[config.mk]
export PLATFORM = sky130hd
export DESIGN_NAME = rip_unit
export DESIGN_NICKNAME = d
export VERILOG_FILES = /design/src/rtl/rip_pkg.sv /design/src/rtl/rip_unit.sv
export SDC_FILE = /design/constraint.sdc
export NUM_CORES = 1
export LEC_CHECK = 0
export ABC_AREA = 1
export BUFFER_PORTS_ARGS = -buffer_cell sky130_fd_sc_hd__buf_4
export CORE_AREA = 3 3 177 179
export CTS_CLUSTER_SIZE = 20
export DETAILED_ROUTE_END_ITERATION = 7
export DIE_AREA = 0 0 180 182
export HOLD_SLACK_MARGIN = 0.03
export PLACE_DENSITY = 0.65
export RECOVER_POWER = 50
export SYNTH_ARGS = -nofsm -noshare
export SYNTH_HDL_FRONTEND = slang
export SYNTH_SLANG_ARGS = --single-unit
[constraint.sdc]
create_clock -name i_ref_clk -period 2.4 [get_ports i_ref_clk]
set_input_delay 0.48 -clock i_ref_clk [delete_from_list [all_inputs] [get_ports i_ref_clk]]
set_output_delay 0.48 -clock i_ref_clk [all_outputs]
set_load 0.02 [all_outputs]
[src/rtl/rip_pkg.sv]
// Constants for the reset and interrupt priority unit.
// Assumes a 32-bit APB master and a CPU core that fetches vectors.
package rip_pkg;
    // Register byte offsets.
    localparam logic [7:0] OFS_FLAGS = 8'h00;
    localparam logic [7:0] OFS_PRIO = 8'h04;
    localparam logic [7:0] OFS_MEMMAP = 8'h08;
    localparam logic [7:0] OFS_OPTION = 8'h0C;
    localparam logic [7:0] OFS_TCTRL = 8'h10;
    localparam logic [7:0] OFS_TCOUNT = 8'h14;
    localparam logic [7:0] OFS_TFLAGS = 8'h18;
    localparam logic [7:0] OFS_CMP_BASE = 8'h1C;
    localparam logic [7:0] OFS_SBAUD = 8'h30;
    localparam logic [7:0] OFS_SCTRL = 8'h34;
    localparam logic [7:0] OFS_SSTAT = 8'h38;
    localparam logic [7:0] OFS_STATUS = 8'h3C;
    // Condition flag positions.
    localparam int FLG_I = 4;
    localparam int FLG_X = 6;
    localparam int FLG_S = 7;
    // Priority register field positions.
    localparam int PR_BOOT = 7;
    localparam int PR_SPECIAL_MODE_FLAG = 6;
    localparam int PR_MDA = 5;
    localparam int PR_VIS = 4;
    // Option register field positions.
    localparam int OP_IRQ_EDGE = 0;
    localparam int OP_OSC_DLY = 1;
    localparam int OP_CLKMON = 2;
    localparam int OP_RATE_LO = 4;
    // Reset values.
    localparam logic [2:0] RST_FLAGS = 3'h7;
    localparam logic [3:0] RST_PROMOTE = 4'h6;
    localparam logic [7:0] RST_MEMMAP = 8'h01;
    localparam logic [15:0] RST_TCOUNT = 16'h0000;
    localparam logic [15:0] RST_CMP = 16'hFFFF;
    localparam logic [7:0] RST_SBAUD = 8'h04;
    localparam logic [7:0] RST_SSTAT = 8'hC0;
    localparam logic [1:0] RST_RATE = 2'h0;
    // Vector addresses.
    localparam logic [15:0] VEC_RST_NORMAL = 16'hFFFE;
    localparam logic [15:0] VEC_RST_SPECIAL = 16'hBFFE;
    localparam logic [15:0] VEC_NMI = 16'hFFF4;
    localparam logic [15:0] VEC_SWTRAP = 16'hFFF6;
    localparam logic [15:0] VEC_ILLEGAL = 16'hFFF8;
    localparam logic [15:0] VEC_MASK_TOP = 16'hFFF2;
    // Sources and timing.
    localparam int NUM_MASK = 15;
    localparam int NUM_TMR = 9;
    localparam int NUM_CMP = 5;
    localparam int FETCH_CYCLES = 3;
    typedef enum logic [1:0] {ST_CAPTURE, ST_FETCH, ST_RUN} rip_state_t;
endpackage : rip_pkg

[src/rtl/rip_unit.sv]
// Reset vector selection, reset initial states and interrupt priority resolution.
// Assumes APB and requests synchronous to i_ref_clk.
//
// Notes on behaviour
// Normal modes: reset vector FFFE, FFFC or FFFA by cause.
// Special modes: same three reset vectors relocated to BFFE, BFFC, BFFA.
// After reset release, restart vector is presented within three cycles, then run.
// Reset sets both interrupt mask flags and the stop-disable flag.
// Reset loads memory map register with 0x01.
// Reset clears timer count and prescaler, loads compares with all ones.
// Reset clears timer overflow, eight function flags and nine timer enables.
// Reset selects shortest watchdog rate; watchdog active only when disable bit clear.
// Reset loads serial rate 0x04, 8-bit characters, all serial functions disabled.
// After reset both transmit-empty flags read set, receive flags clear.
// Reset loads promotion field with 0110, external request highest.
// Reset selects level-sensitive detection for the external request pin.
// Mode pins are captured at reset release into boot, special and mode-A bits.
// In special modes, writes to special and mode-A bits change mode.
// Reset sets oscillator startup delay and clears clock monitor enable.
// Non-maskable order: pin, clock monitor, watchdog, request pin, illegal, trap.
// Default maskable order from external request down to asynchronous serial.
// Promotion code raises one maskable source; others keep their order.
// Promoted source remains blocked by global mask and local enables.
// Promotion changes order only; vectors stay fixed per source.
// Priority register writes accepted only while the global mask flag is set.
// Promotion codes: 0110 external, 0111 periodic, 0101 acts as external.
// Each cycle present the highest unmasked pending request, or none.
//
// Decided for this implementation: the address map and the APB interface to the registers.
module rip_unit (
    input wire logic i_ref_clk,
    input wire logic i_resetn,
    input wire logic i_psel,
    input wire logic i_penable,
    input wire logic i_pwrite,
    input wire logic [7:0] i_paddr,
    input wire logic [31:0] i_pwdata,
    output logic [31:0] o_prdata,
    output logic o_pready,
    output logic o_pslverr,
    input wire logic i_mode_select_pin_a,
    input wire logic i_mode_select_pin_b,
    input wire logic i_watchdog_disable,
    input wire logic [1:0] i_reset_cause,
    input wire logic [2:0] i_reset_req,
    input wire logic i_nonmaskable_request_pin,
    input wire logic i_illegal_opcode,
    input wire logic i_software_trap,
    input wire logic [14:0] i_mask_req,
    input wire logic [3:0] i_capture_event,
    input wire logic [7:0] i_serial_status,
    output logic [15:0] o_vector,
    output logic o_vector_valid,
    output logic o_vector_is_reset,
    output logic o_restart,
    output logic o_cpu_run,
    output logic o_watchdog_active,
    output logic o_clock_monitor_enable,
    output logic o_oscillator_startup_delay,
    output logic o_irq_edge_mode
);
    rip_pkg::rip_state_t state_ff;
    logic [1:0] fetch_cnt_ff;
    logic [1:0] cause_ff;
    logic [2:0] flags_ff;
    logic boot_ff;
    logic special_mode_flag_ff;
    logic mda_ff;
    logic vis_ff;
    logic [3:0] promote_ff;
    logic [7:0] memmap_ff;
    logic [7:0] option_ff;
    logic [1:0] prescale_ff;
    logic [8:0] tmr_en_ff;
    logic [8:0] tmr_flag_ff;
    logic [15:0] tcount_ff;
    logic [3:0] pre_cnt_ff;
    logic [15:0] cmp_ff [rip_pkg::NUM_CMP];
    logic [7:0] sbaud_ff;
    logic [7:0] sctrl_ff;
    logic [7:0] sstat_ff;
    logic [31:0] prdata_ff;
    logic pready_ff;
    logic pslverr_ff;
    logic [15:0] vec_ff;
    logic vec_valid_ff;
    logic vec_reset_ff;
    logic restart_ff;
    logic run_ff;
    logic wd_active_ff;
    logic setup;
    logic wr_en;
    logic tick;
    logic [8:0] tmr_set;
    logic [14:0] pending;
    logic [2:0] rst_pending;
    logic [15:0] nxt_vec;
    logic nxt_valid;
    logic nxt_is_reset;
    logic [31:0] nxt_prdata;
    logic nxt_slverr;

    // Promotion code to default-order index.
    function automatic logic [3:0] promote_index(input logic [3:0] code);
        logic [3:0] idx;
        idx = 4'h0;
        if (code == 4'h7) begin
            idx = 4'h1;
        end else if (code[3]) begin
            idx = 4'(code - 4'h6);
        end else if (code <= 4'h4) begin
            idx = 4'(code + 4'hA);
        end
        return idx;
    endfunction : promote_index

    // Fixed vector of a maskable source.
    function automatic logic [15:0] mask_vector(input logic [3:0] idx);
        return 16'(rip_pkg::VEC_MASK_TOP - {11'h000, idx, 1'b0});
    endfunction : mask_vector

    // Reset vector chosen by cause and mode.
    function automatic logic [15:0] reset_vector(input logic [1:0] cause, input logic special);
        logic [15:0] base;
        base = special ? rip_pkg::VEC_RST_SPECIAL : rip_pkg::VEC_RST_NORMAL;
        return 16'(base - {13'h0000, cause, 1'b0});
    endfunction : reset_vector

    assign setup = i_psel && !i_penable;
    assign wr_en = i_psel && i_penable && pready_ff && i_pwrite;

    // Restart sequence: capture straps, present restart vector, then run.
    always_ff @(posedge i_ref_clk or negedge i_resetn) begin
        if (!i_resetn) begin
            state_ff <= rip_pkg::ST_CAPTURE;
            fetch_cnt_ff <= 2'h0;
            cause_ff <= 2'h0;
        end else begin
            case (state_ff)
                rip_pkg::ST_CAPTURE: begin
                    cause_ff <= (i_reset_cause == 2'h3) ? 2'h0 : i_reset_cause;
                    state_ff <= rip_pkg::ST_FETCH;
                end
                rip_pkg::ST_FETCH: begin
                    fetch_cnt_ff <= 2'(fetch_cnt_ff + 2'h1);
                    if (fetch_cnt_ff == 2'(rip_pkg::FETCH_CYCLES - 2)) begin
                        state_ff <= rip_pkg::ST_RUN;
                    end
                end
                default: begin
                    state_ff <= rip_pkg::ST_RUN;
                end
            endcase
        end
    end

    // Condition flags.
    always_ff @(posedge i_ref_clk or negedge i_resetn) begin
        if (!i_resetn) begin
            flags_ff <= rip_pkg::RST_FLAGS;
        end else if (wr_en && i_paddr == rip_pkg::OFS_FLAGS) begin
            flags_ff <= {i_pwdata[rip_pkg::FLG_S], i_pwdata[rip_pkg::FLG_X], i_pwdata[rip_pkg::FLG_I]};
        end
    end

    // Priority and mode register.
    always_ff @(posedge i_ref_clk or negedge i_resetn) begin
        if (!i_resetn) begin
            boot_ff <= 1'b0;
            special_mode_flag_ff <= 1'b0;
            mda_ff <= 1'b0;
            vis_ff <= 1'b0;
            promote_ff <= rip_pkg::RST_PROMOTE;
        end else if (state_ff == rip_pkg::ST_CAPTURE) begin
            special_mode_flag_ff <= !i_mode_select_pin_b;
            mda_ff <= i_mode_select_pin_a;
            boot_ff <= !i_mode_select_pin_b && !i_mode_select_pin_a;
            vis_ff <= !i_mode_select_pin_b && i_mode_select_pin_a;
        end else if (wr_en && i_paddr == rip_pkg::OFS_PRIO && flags_ff[0]) begin
            promote_ff <= i_pwdata[3:0];
            vis_ff <= i_pwdata[rip_pkg::PR_VIS];
            if (special_mode_flag_ff) begin
                special_mode_flag_ff <= i_pwdata[rip_pkg::PR_SPECIAL_MODE_FLAG];
                mda_ff <= i_pwdata[rip_pkg::PR_MDA];
                boot_ff <= i_pwdata[rip_pkg::PR_BOOT] && i_pwdata[rip_pkg::PR_SPECIAL_MODE_FLAG];
            end
        end
    end

    // Memory map and option registers.
    always_ff @(posedge i_ref_clk or negedge i_resetn) begin
        if (!i_resetn) begin
            memmap_ff <= rip_pkg::RST_MEMMAP;
            option_ff <= 8'h02;
        end else if (wr_en && i_paddr == rip_pkg::OFS_MEMMAP) begin
            memmap_ff <= i_pwdata[7:0];
        end else if (wr_en && i_paddr == rip_pkg::OFS_OPTION) begin
            option_ff <= {2'h0, i_pwdata[5:4], 1'b0, i_pwdata[2:0]};
        end
    end

    // Timer control.
    always_ff @(posedge i_ref_clk or negedge i_resetn) begin
        if (!i_resetn) begin
            prescale_ff <= 2'h0;
            tmr_en_ff <= 9'h000;
        end else if (wr_en && i_paddr == rip_pkg::OFS_TCTRL) begin
            prescale_ff <= i_pwdata[1:0];
            tmr_en_ff <= i_pwdata[24:16];
        end
    end

    // Prescaled free-running count.
    assign tick = (pre_cnt_ff & ((4'h1 << prescale_ff) - 4'h1)) == 4'h0;

    always_ff @(posedge i_ref_clk or negedge i_resetn) begin
        if (!i_resetn) begin
            pre_cnt_ff <= 4'h0;
            tcount_ff <= rip_pkg::RST_TCOUNT;
        end else begin
            pre_cnt_ff <= 4'(pre_cnt_ff + 4'h1);
            if (tick) begin
                tcount_ff <= 16'(tcount_ff + 16'h0001);
            end
        end
    end

    // Compare registers.
    for (genvar g = 0; g < rip_pkg::NUM_CMP; g++) begin : g_cmp
        always_ff @(posedge i_ref_clk or negedge i_resetn) begin
            if (!i_resetn) begin
                cmp_ff[g] <= rip_pkg::RST_CMP;
            end else if (wr_en && i_paddr == 8'(rip_pkg::OFS_CMP_BASE + 8'(4 * g))) begin
                cmp_ff[g] <= i_pwdata[15:0];
            end
        end
    end

    // Timer flag events.
    always_comb begin
        tmr_set = 9'h000;
        tmr_set[2:0] = i_capture_event[2:0];
        for (int k = 0; k < 4; k++) begin
            tmr_set[3 + k] = tick && (tcount_ff == cmp_ff[k]);
        end
        tmr_set[7] = i_capture_event[3] || (tick && tcount_ff == cmp_ff[4]);
        tmr_set[8] = tick && (tcount_ff == 16'hFFFF);
    end

    // Timer flags clear by writing ones; a new event wins over the clear.
    always_ff @(posedge i_ref_clk or negedge i_resetn) begin
        if (!i_resetn) begin
            tmr_flag_ff <= 9'h000;
        end else if (wr_en && i_paddr == rip_pkg::OFS_TFLAGS) begin
            tmr_flag_ff <= (tmr_flag_ff & ~i_pwdata[8:0]) | tmr_set;
        end else begin
            tmr_flag_ff <= tmr_flag_ff | tmr_set;
        end
    end

    // Serial control and status.
    always_ff @(posedge i_ref_clk or negedge i_resetn) begin
        if (!i_resetn) begin
            sbaud_ff <= rip_pkg::RST_SBAUD;
            sctrl_ff <= 8'h00;
        end else if (wr_en && i_paddr == rip_pkg::OFS_SBAUD) begin
            sbaud_ff <= i_pwdata[7:0];
        end else if (wr_en && i_paddr == rip_pkg::OFS_SCTRL) begin
            sctrl_ff <= i_pwdata[7:0];
        end
    end

    always_ff @(posedge i_ref_clk or negedge i_resetn) begin
        if (!i_resetn) begin
            sstat_ff <= rip_pkg::RST_SSTAT;
        end else if (sctrl_ff[3] || sctrl_ff[2]) begin
            sstat_ff <= i_serial_status;
        end
    end

    // Watchdog enable.
    always_ff @(posedge i_ref_clk or negedge i_resetn) begin
        if (!i_resetn) begin
            wd_active_ff <= 1'b0;
        end else begin
            wd_active_ff <= !i_watchdog_disable;
        end
    end

    // Pending requests after global and local masking.
    always_comb begin
        pending = i_mask_req;
        pending[10:2] = tmr_flag_ff & tmr_en_ff;
        if (flags_ff[0]) begin
            pending = 15'h0000;
        end
        rst_pending = i_reset_req;
        rst_pending[1] = i_reset_req[1] && option_ff[rip_pkg::OP_CLKMON];
        rst_pending[2] = i_reset_req[2] && wd_active_ff;
    end

    // Priority resolution.
    always_comb begin
        logic [3:0] top;
        top = promote_index(promote_ff);
        nxt_vec = 16'h0000;
        nxt_valid = 1'b0;
        nxt_is_reset = 1'b0;
        if (state_ff != rip_pkg::ST_RUN) begin
            nxt_vec = reset_vector(cause_ff, special_mode_flag_ff);
            nxt_valid = 1'b1;
            nxt_is_reset = 1'b1;
        end else if (rst_pending != 3'h0) begin
            nxt_is_reset = 1'b1;
            nxt_valid = 1'b1;
            if (rst_pending[0]) begin
                nxt_vec = reset_vector(2'h0, special_mode_flag_ff);
            end else if (rst_pending[1]) begin
                nxt_vec = reset_vector(2'h1, special_mode_flag_ff);
            end else begin
                nxt_vec = reset_vector(2'h2, special_mode_flag_ff);
            end
        end else if (i_nonmaskable_request_pin && !flags_ff[1]) begin
            nxt_vec = rip_pkg::VEC_NMI;
            nxt_valid = 1'b1;
        end else if (i_illegal_opcode) begin
            nxt_vec = rip_pkg::VEC_ILLEGAL;
            nxt_valid = 1'b1;
        end else if (i_software_trap) begin
            nxt_vec = rip_pkg::VEC_SWTRAP;
            nxt_valid = 1'b1;
        end else if (pending[top]) begin
            nxt_vec = mask_vector(top);
            nxt_valid = 1'b1;
        end else begin
            for (int k = rip_pkg::NUM_MASK - 1; k >= 0; k--) begin
                if (pending[k]) begin
                    nxt_vec = mask_vector(4'(k));
                    nxt_valid = 1'b1;
                end
            end
        end
    end

    always_ff @(posedge i_ref_clk or negedge i_resetn) begin
        if (!i_resetn) begin
            vec_ff <= 16'h0000;
            vec_valid_ff <= 1'b0;
            vec_reset_ff <= 1'b0;
            restart_ff <= 1'b0;
            run_ff <= 1'b0;
        end else begin
            vec_ff <= nxt_vec;
            vec_valid_ff <= nxt_valid;
            vec_reset_ff <= nxt_is_reset;
            restart_ff <= state_ff != rip_pkg::ST_RUN;
            run_ff <= state_ff == rip_pkg::ST_RUN;
        end
    end

    // Register read decode.
    always_comb begin
        nxt_prdata = 32'h0000_0000;
        nxt_slverr = 1'b0;
        if (i_paddr == rip_pkg::OFS_FLAGS) begin
            nxt_prdata[rip_pkg::FLG_S] = flags_ff[2];
            nxt_prdata[rip_pkg::FLG_X] = flags_ff[1];
            nxt_prdata[rip_pkg::FLG_I] = flags_ff[0];
        end else if (i_paddr == rip_pkg::OFS_PRIO) begin
            nxt_prdata[7:0] = {boot_ff, special_mode_flag_ff, mda_ff, vis_ff, promote_ff};
        end else if (i_paddr == rip_pkg::OFS_MEMMAP) begin
            nxt_prdata[7:0] = memmap_ff;
        end else if (i_paddr == rip_pkg::OFS_OPTION) begin
            nxt_prdata[7:0] = option_ff;
        end else if (i_paddr == rip_pkg::OFS_TCTRL) begin
            nxt_prdata[24:16] = tmr_en_ff;
            nxt_prdata[1:0] = prescale_ff;
        end else if (i_paddr == rip_pkg::OFS_TCOUNT) begin
            nxt_prdata[15:0] = tcount_ff;
        end else if (i_paddr == rip_pkg::OFS_TFLAGS) begin
            nxt_prdata[8:0] = tmr_flag_ff;
        end else if (i_paddr >= rip_pkg::OFS_CMP_BASE && i_paddr < rip_pkg::OFS_SBAUD && i_paddr[1:0] == 2'h0) begin
            nxt_prdata[15:0] = cmp_ff[3'(8'(i_paddr - rip_pkg::OFS_CMP_BASE) >> 2)];
        end else if (i_paddr == rip_pkg::OFS_SBAUD) begin
            nxt_prdata[7:0] = sbaud_ff;
        end else if (i_paddr == rip_pkg::OFS_SCTRL) begin
            nxt_prdata[7:0] = sctrl_ff;
        end else if (i_paddr == rip_pkg::OFS_SSTAT) begin
            nxt_prdata[7:0] = sstat_ff;
        end else if (i_paddr == rip_pkg::OFS_STATUS) begin
            nxt_prdata[15:0] = vec_ff;
            nxt_prdata[16] = vec_valid_ff;
            nxt_prdata[18:17] = cause_ff;
            nxt_prdata[19] = run_ff;
            nxt_prdata[20] = wd_active_ff;
        end else begin
            nxt_slverr = 1'b1;
        end
    end

    // Answer in the cycle after setup.
    always_ff @(posedge i_ref_clk or negedge i_resetn) begin
        if (!i_resetn) begin
            pready_ff <= 1'b0;
            pslverr_ff <= 1'b0;
            prdata_ff <= 32'h0000_0000;
        end else begin
            pready_ff <= setup;
            pslverr_ff <= setup && nxt_slverr;
            if (setup && !i_pwrite) begin
                prdata_ff <= nxt_prdata;
            end
        end
    end

    assign o_prdata = prdata_ff;
    assign o_pready = pready_ff;
    assign o_pslverr = pslverr_ff;
    assign o_vector = vec_ff;
    assign o_vector_valid = vec_valid_ff;
    assign o_vector_is_reset = vec_reset_ff;
    assign o_restart = restart_ff;
    assign o_cpu_run = run_ff;
    assign o_watchdog_active = wd_active_ff;
    assign o_clock_monitor_enable = option_ff[rip_pkg::OP_CLKMON];
    assign o_oscillator_startup_delay = option_ff[rip_pkg::OP_OSC_DLY];
    assign o_irq_edge_mode = option_ff[rip_pkg::OP_IRQ_EDGE];
endmodule : rip_unit

==> impl_metrics.env <==
export IMPL_status="finished with violations"
export IMPL_max_vdd_ir_drop_uv=534
export IMPL_rows=63
export IMPL_vias_per_cell=5.23
export IMPL_initial_core_util_pct=39.2
export IMPL_num_vias=10600
export IMPL_worstPathArrival_ns=2.67
export IMPL_die_area_sq_um=32800
export IMPL_grt_pass1_wl_um=57400
export IMPL_core_sq_um=29700
export IMPL_dr_pass1_iters=7
export IMPL_async_flop_share_pct=100
export IMPL_wirelength_um=36500
export IMPL_crit_path_end_kind="register"
export IMPL_finalMaxSlewViolations=60
export IMPL_setup_violations=0
export IMPL_path_cells="nor3_1 > inv_1 > nand2_1 > o211ai_1 > nand3_1 > nand2_1 > nand2_2 > inv_2 > o21bai_1 > o311ai_0 > buf_4"
export IMPL_power_leakage_nw=6.64
export IMPL_syn_inst=1438
export IMPL_period_share_pct=94.1
export IMPL_grt_max_degree=61
export IMPL_yosys_warnings=0
export IMPL_cp_slowest_stage_delay_ns=0.52
export IMPL_critical_path_required_ns=2.81
export IMPL_numPortBuffers=116
export IMPL_cts_buffer_depth=3
export IMPL_numCtsBuffers=24
export IMPL_path_clk_slew_ns=0.06
export IMPL_cp_max_fo=7
export IMPL_synth_edf_count=0
export IMPL_root_buffer="clkbuf_16"
export IMPL_grt_pass1_vias=10200
export IMPL_gr_total_overflow=0
export IMPL_fp_dieW_um=180
export IMPL_worst_pin_slew_ns=1.68
export IMPL_timing_final_ws_setup_ns=0.143
export IMPL_drive_gt1_share_pct=25.9
export IMPL_areaGrowthSynthToFinish_pct=23.0
export IMPL_yosys_cell_types_count=57
export IMPL_hold_viol=0
export IMPL_max_slew_margin_pct=-12.3
export IMPL_drt_iter0_drc=1019
export IMPL_powerDensity_nw_per_um2=638
export IMPL_clock_skew_ns=0.0135
export IMPL_grtUsageTotal_pct=21.8
export IMPL_die_h_um=182
export IMPL_pre_cts_ws_ns=-0.123
export IMPL_path_class="register to register"
export IMPL_wl_per_cell_um=18.1
export IMPL_insertion_delay_ns=0.53
export IMPL_place_congestion=0.944
export IMPL_cts_sinks=212
export IMPL_startpoint_type="register"
export IMPL_cts_tree="built"
export IMPL_antenna_left=0
export IMPL_ys_ff_latch=212
export IMPL_fin_cells=2019
export IMPL_antenna_found_initial=0
export IMPL_htree_levels=1
export IMPL_worst_path_max_delay_cell="dfstp_4"
export IMPL_yosysSeqAreaShare_pct=46.5
export IMPL_min_path_type="primary input to register"
export IMPL_cp_common_cell="nand2_1"
export IMPL_netlist_area_sq_um=11700
export IMPL_timing_fmax_mhz=443
export IMPL_layout_min_cycle_time_ns=2.26
export IMPL_drc_errors=0
export IMPL_antenna_cells=0
export IMPL_violations="capacitance limit, slew limit"
export IMPL_synthFlopType="dfrtp_1"
export IMPL_io_pins=141
export IMPL_dpl_hpwl_um=27100
export IMPL_avgSynthCellArea_sq_um=8.11
export IMPL_final_nets=1703
export IMPL_dp_cells=1971
export IMPL_maxCapViolations=1
-- placed cells by master (no fill, tap or decap), types with 4 or more instances in the layout --
master / Yosys / layout
nor2_1: 63 / 65
o221ai_1: 5 / 5
xor2_1: 45 / 45
a211oi_1: 5 / 5
nor3_4: 2 / 4
clkbuf_1: 43 / 6
o21ai_0: 176 / 175
or2_2: 10 / 10
o21bai_1: 5 / 5
nand4_1: 16 / 17
o211ai_1: 15 / 15
buf_6: 3 / 4
xnor2_1: 21 / 21
clkbuf_16: 0 / 28
conb_1: 1 / 8
nor4_1: 8 / 8
nor2_2: 18 / 16
nand2_1: 374 / 374
a221oi_1: 6 / 6
nand3_1: 52 / 52
o41ai_1: 4 / 4
a21oi_1: 61 / 61
buf_12: 0 / 4
nand3_2: 4 / 4
o22ai_1: 11 / 11
a31oi_1: 5 / 5
dfrtp_1: 122 / 122
mux2_2: 17 / 17
a22o_1: 6 / 6
nor2_4: 4 / 4
nor3_1: 15 / 13
buf_4: 17 / 200
o21ai_1: 8 / 9
ha_1: 9 / 9
dfstp_2: 90 / 89
inv_2: 14 / 14
inv_1: 137 / 137
-- final timing paths --
path                                    start                end  slack, ns  cells past startpoint
min reg2reg                       state_ff[1]        state_ff[0]       0.48                      1
max                               flags_ff[0]        o_vector[4]       0.14                     11
max reg2reg                       flags_ff[0]        o_vector[4]       0.14                     11
max in group asynchronous            i_resetn       memmap_ff[0]       0.34                      3
min in group asynchronous            i_resetn       tcount_ff[5]       0.95                      2
min                        i_watchdog_disable  o_watchdog_active       0.12                      2
-- final cells by class --
| class | count | area (sq um) |
|---|---|---|
| fillers | 2849 | 15400 |
| flip-flops and latches | 212 | 5420 |
| multi-input cells | 1007 | 5330 |
| clock inverters | 9 | 109 |
| repair buffers | 215 | 1670 |
| well taps | 390 | 488 |
| inverters | 151 | 567 |
| clock buffers | 35 | 757 |
-- power breakdown --
part           leakage, nW  internal (mW)  switching, mW
Clock                0.424           2.42           1.54
Sequential            2.47           3.69          0.176
Combinational         3.75          0.511          0.822
Total                 6.64           6.62           2.53
-- flip-flops by register name, summed over array words and instances (netlist names), 4 cells and up --
signal	cells
sbaud_ff	8
tcount_ff	16
sctrl_ff	8
cmp_ff	80
o_vector	7
option_ff	5
memmap_ff	8
tmr_flag_ff	9
o_prdata	25
sstat_ff	8
tmr_en_ff	9
promote_ff	4
-- worst max-delay path, delay by kind of cell, from the launching register on --
family | cells | cell delay, ns
simple gates | 5 | 0.86
compound gates | 3 | 0.38
buf+inv | 3 | 0.40
flops | 1 | 0.52
-- cell usage after synthesis (3+ instances only) --
library cell | number | share of area (%)
nor2_2 | 18 | 0.97
nor4_1 | 8 | 0.43
nand3_1 | 52 | 2.2
buf_4 | 17 | 1.1
o211ai_1 | 15 | 0.97
o21ai_0 | 176 | 7.6
o21a_1 | 3 | 0.19
a211oi_1 | 5 | 0.32
nand2_2 | 4 | 0.21
inv_1 | 137 | 4.4
xnor2_1 | 21 | 1.6
inv_2 | 14 | 0.45
o21bai_1 | 5 | 0.32
a221oi_1 | 6 | 0.45
nor3_1 | 15 | 0.64
buf_2 | 12 | 0.52
o21ai_1 | 8 | 0.34
a22o_1 | 6 | 0.45
clkbuf_1 | 43 | 1.4
ha_1 | 9 | 0.97
o31ai_1 | 3 | 0.19
nand2_1 | 374 | 12
dfstp_2 | 90 | 20
nor3_2 | 3 | 0.26
nand3_2 | 4 | 0.34
nor2_1 | 63 | 2.0
mux2_2 | 17 | 1.6
a21oi_1 | 61 | 2.6
o22ai_1 | 11 | 0.59
or2_2 | 10 | 0.54
nand4_1 | 16 | 0.86
xor2_1 | 45 | 3.4
dfrtp_1 | 122 | 26
a31oi_1 | 5 | 0.27
o221ai_1 | 5 | 0.38
nor2_4 | 4 | 0.39
buf_6 | 3 | 0.29
o41ai_1 | 4 | 0.30
-- stage by stage --
stage	TNS (ns)	util [%]	power, mW	cell area, sq um	hold slack [ns]
after floorplan	0	-	4.68	11700	0.184
after global placement	-0.548	45.4	5.24	13500	0.450
after detailed placement	-0.637	45.4	5.26	13500	0.468
after CTS	0	48.3	9.22	14400	0.0849
after global routing	-0.00456	48.3	9.53	14300	0.111
final	0	48.3	9.16	14300	0.118
-- metal layers --
metal	global-route usage, %	vias to the layer above	share of wire (%)
li1	-	5061	-
met1	31.2	5072	45
met2	35.0	378	46
met3	3.17	51	6.9
met4	5.20	0	2.1
met5	0	-	0
-- kinds of logic after synthesis --
group | count (synthesis) | share of synthesized area, %
compound gates | 326 | 15.9
xor+xnor | 66 | 4.96
fa+ha+maj | 9 | 0.966
buf+inv | 226 | 8.15
flops | 212 | 46.5
mux | 17 | 1.64
other cells | 1 | 0.0322
simple gates | 581 | 21.8
-- repair_timing --
item,CTS,global route
resized for setup,0,8
setup endpoints to repair,0,5
setup buffers,0,3
hold endpoints to repair,23,0
hold buffers,1,0
Power figures use the tool's default switching activity.
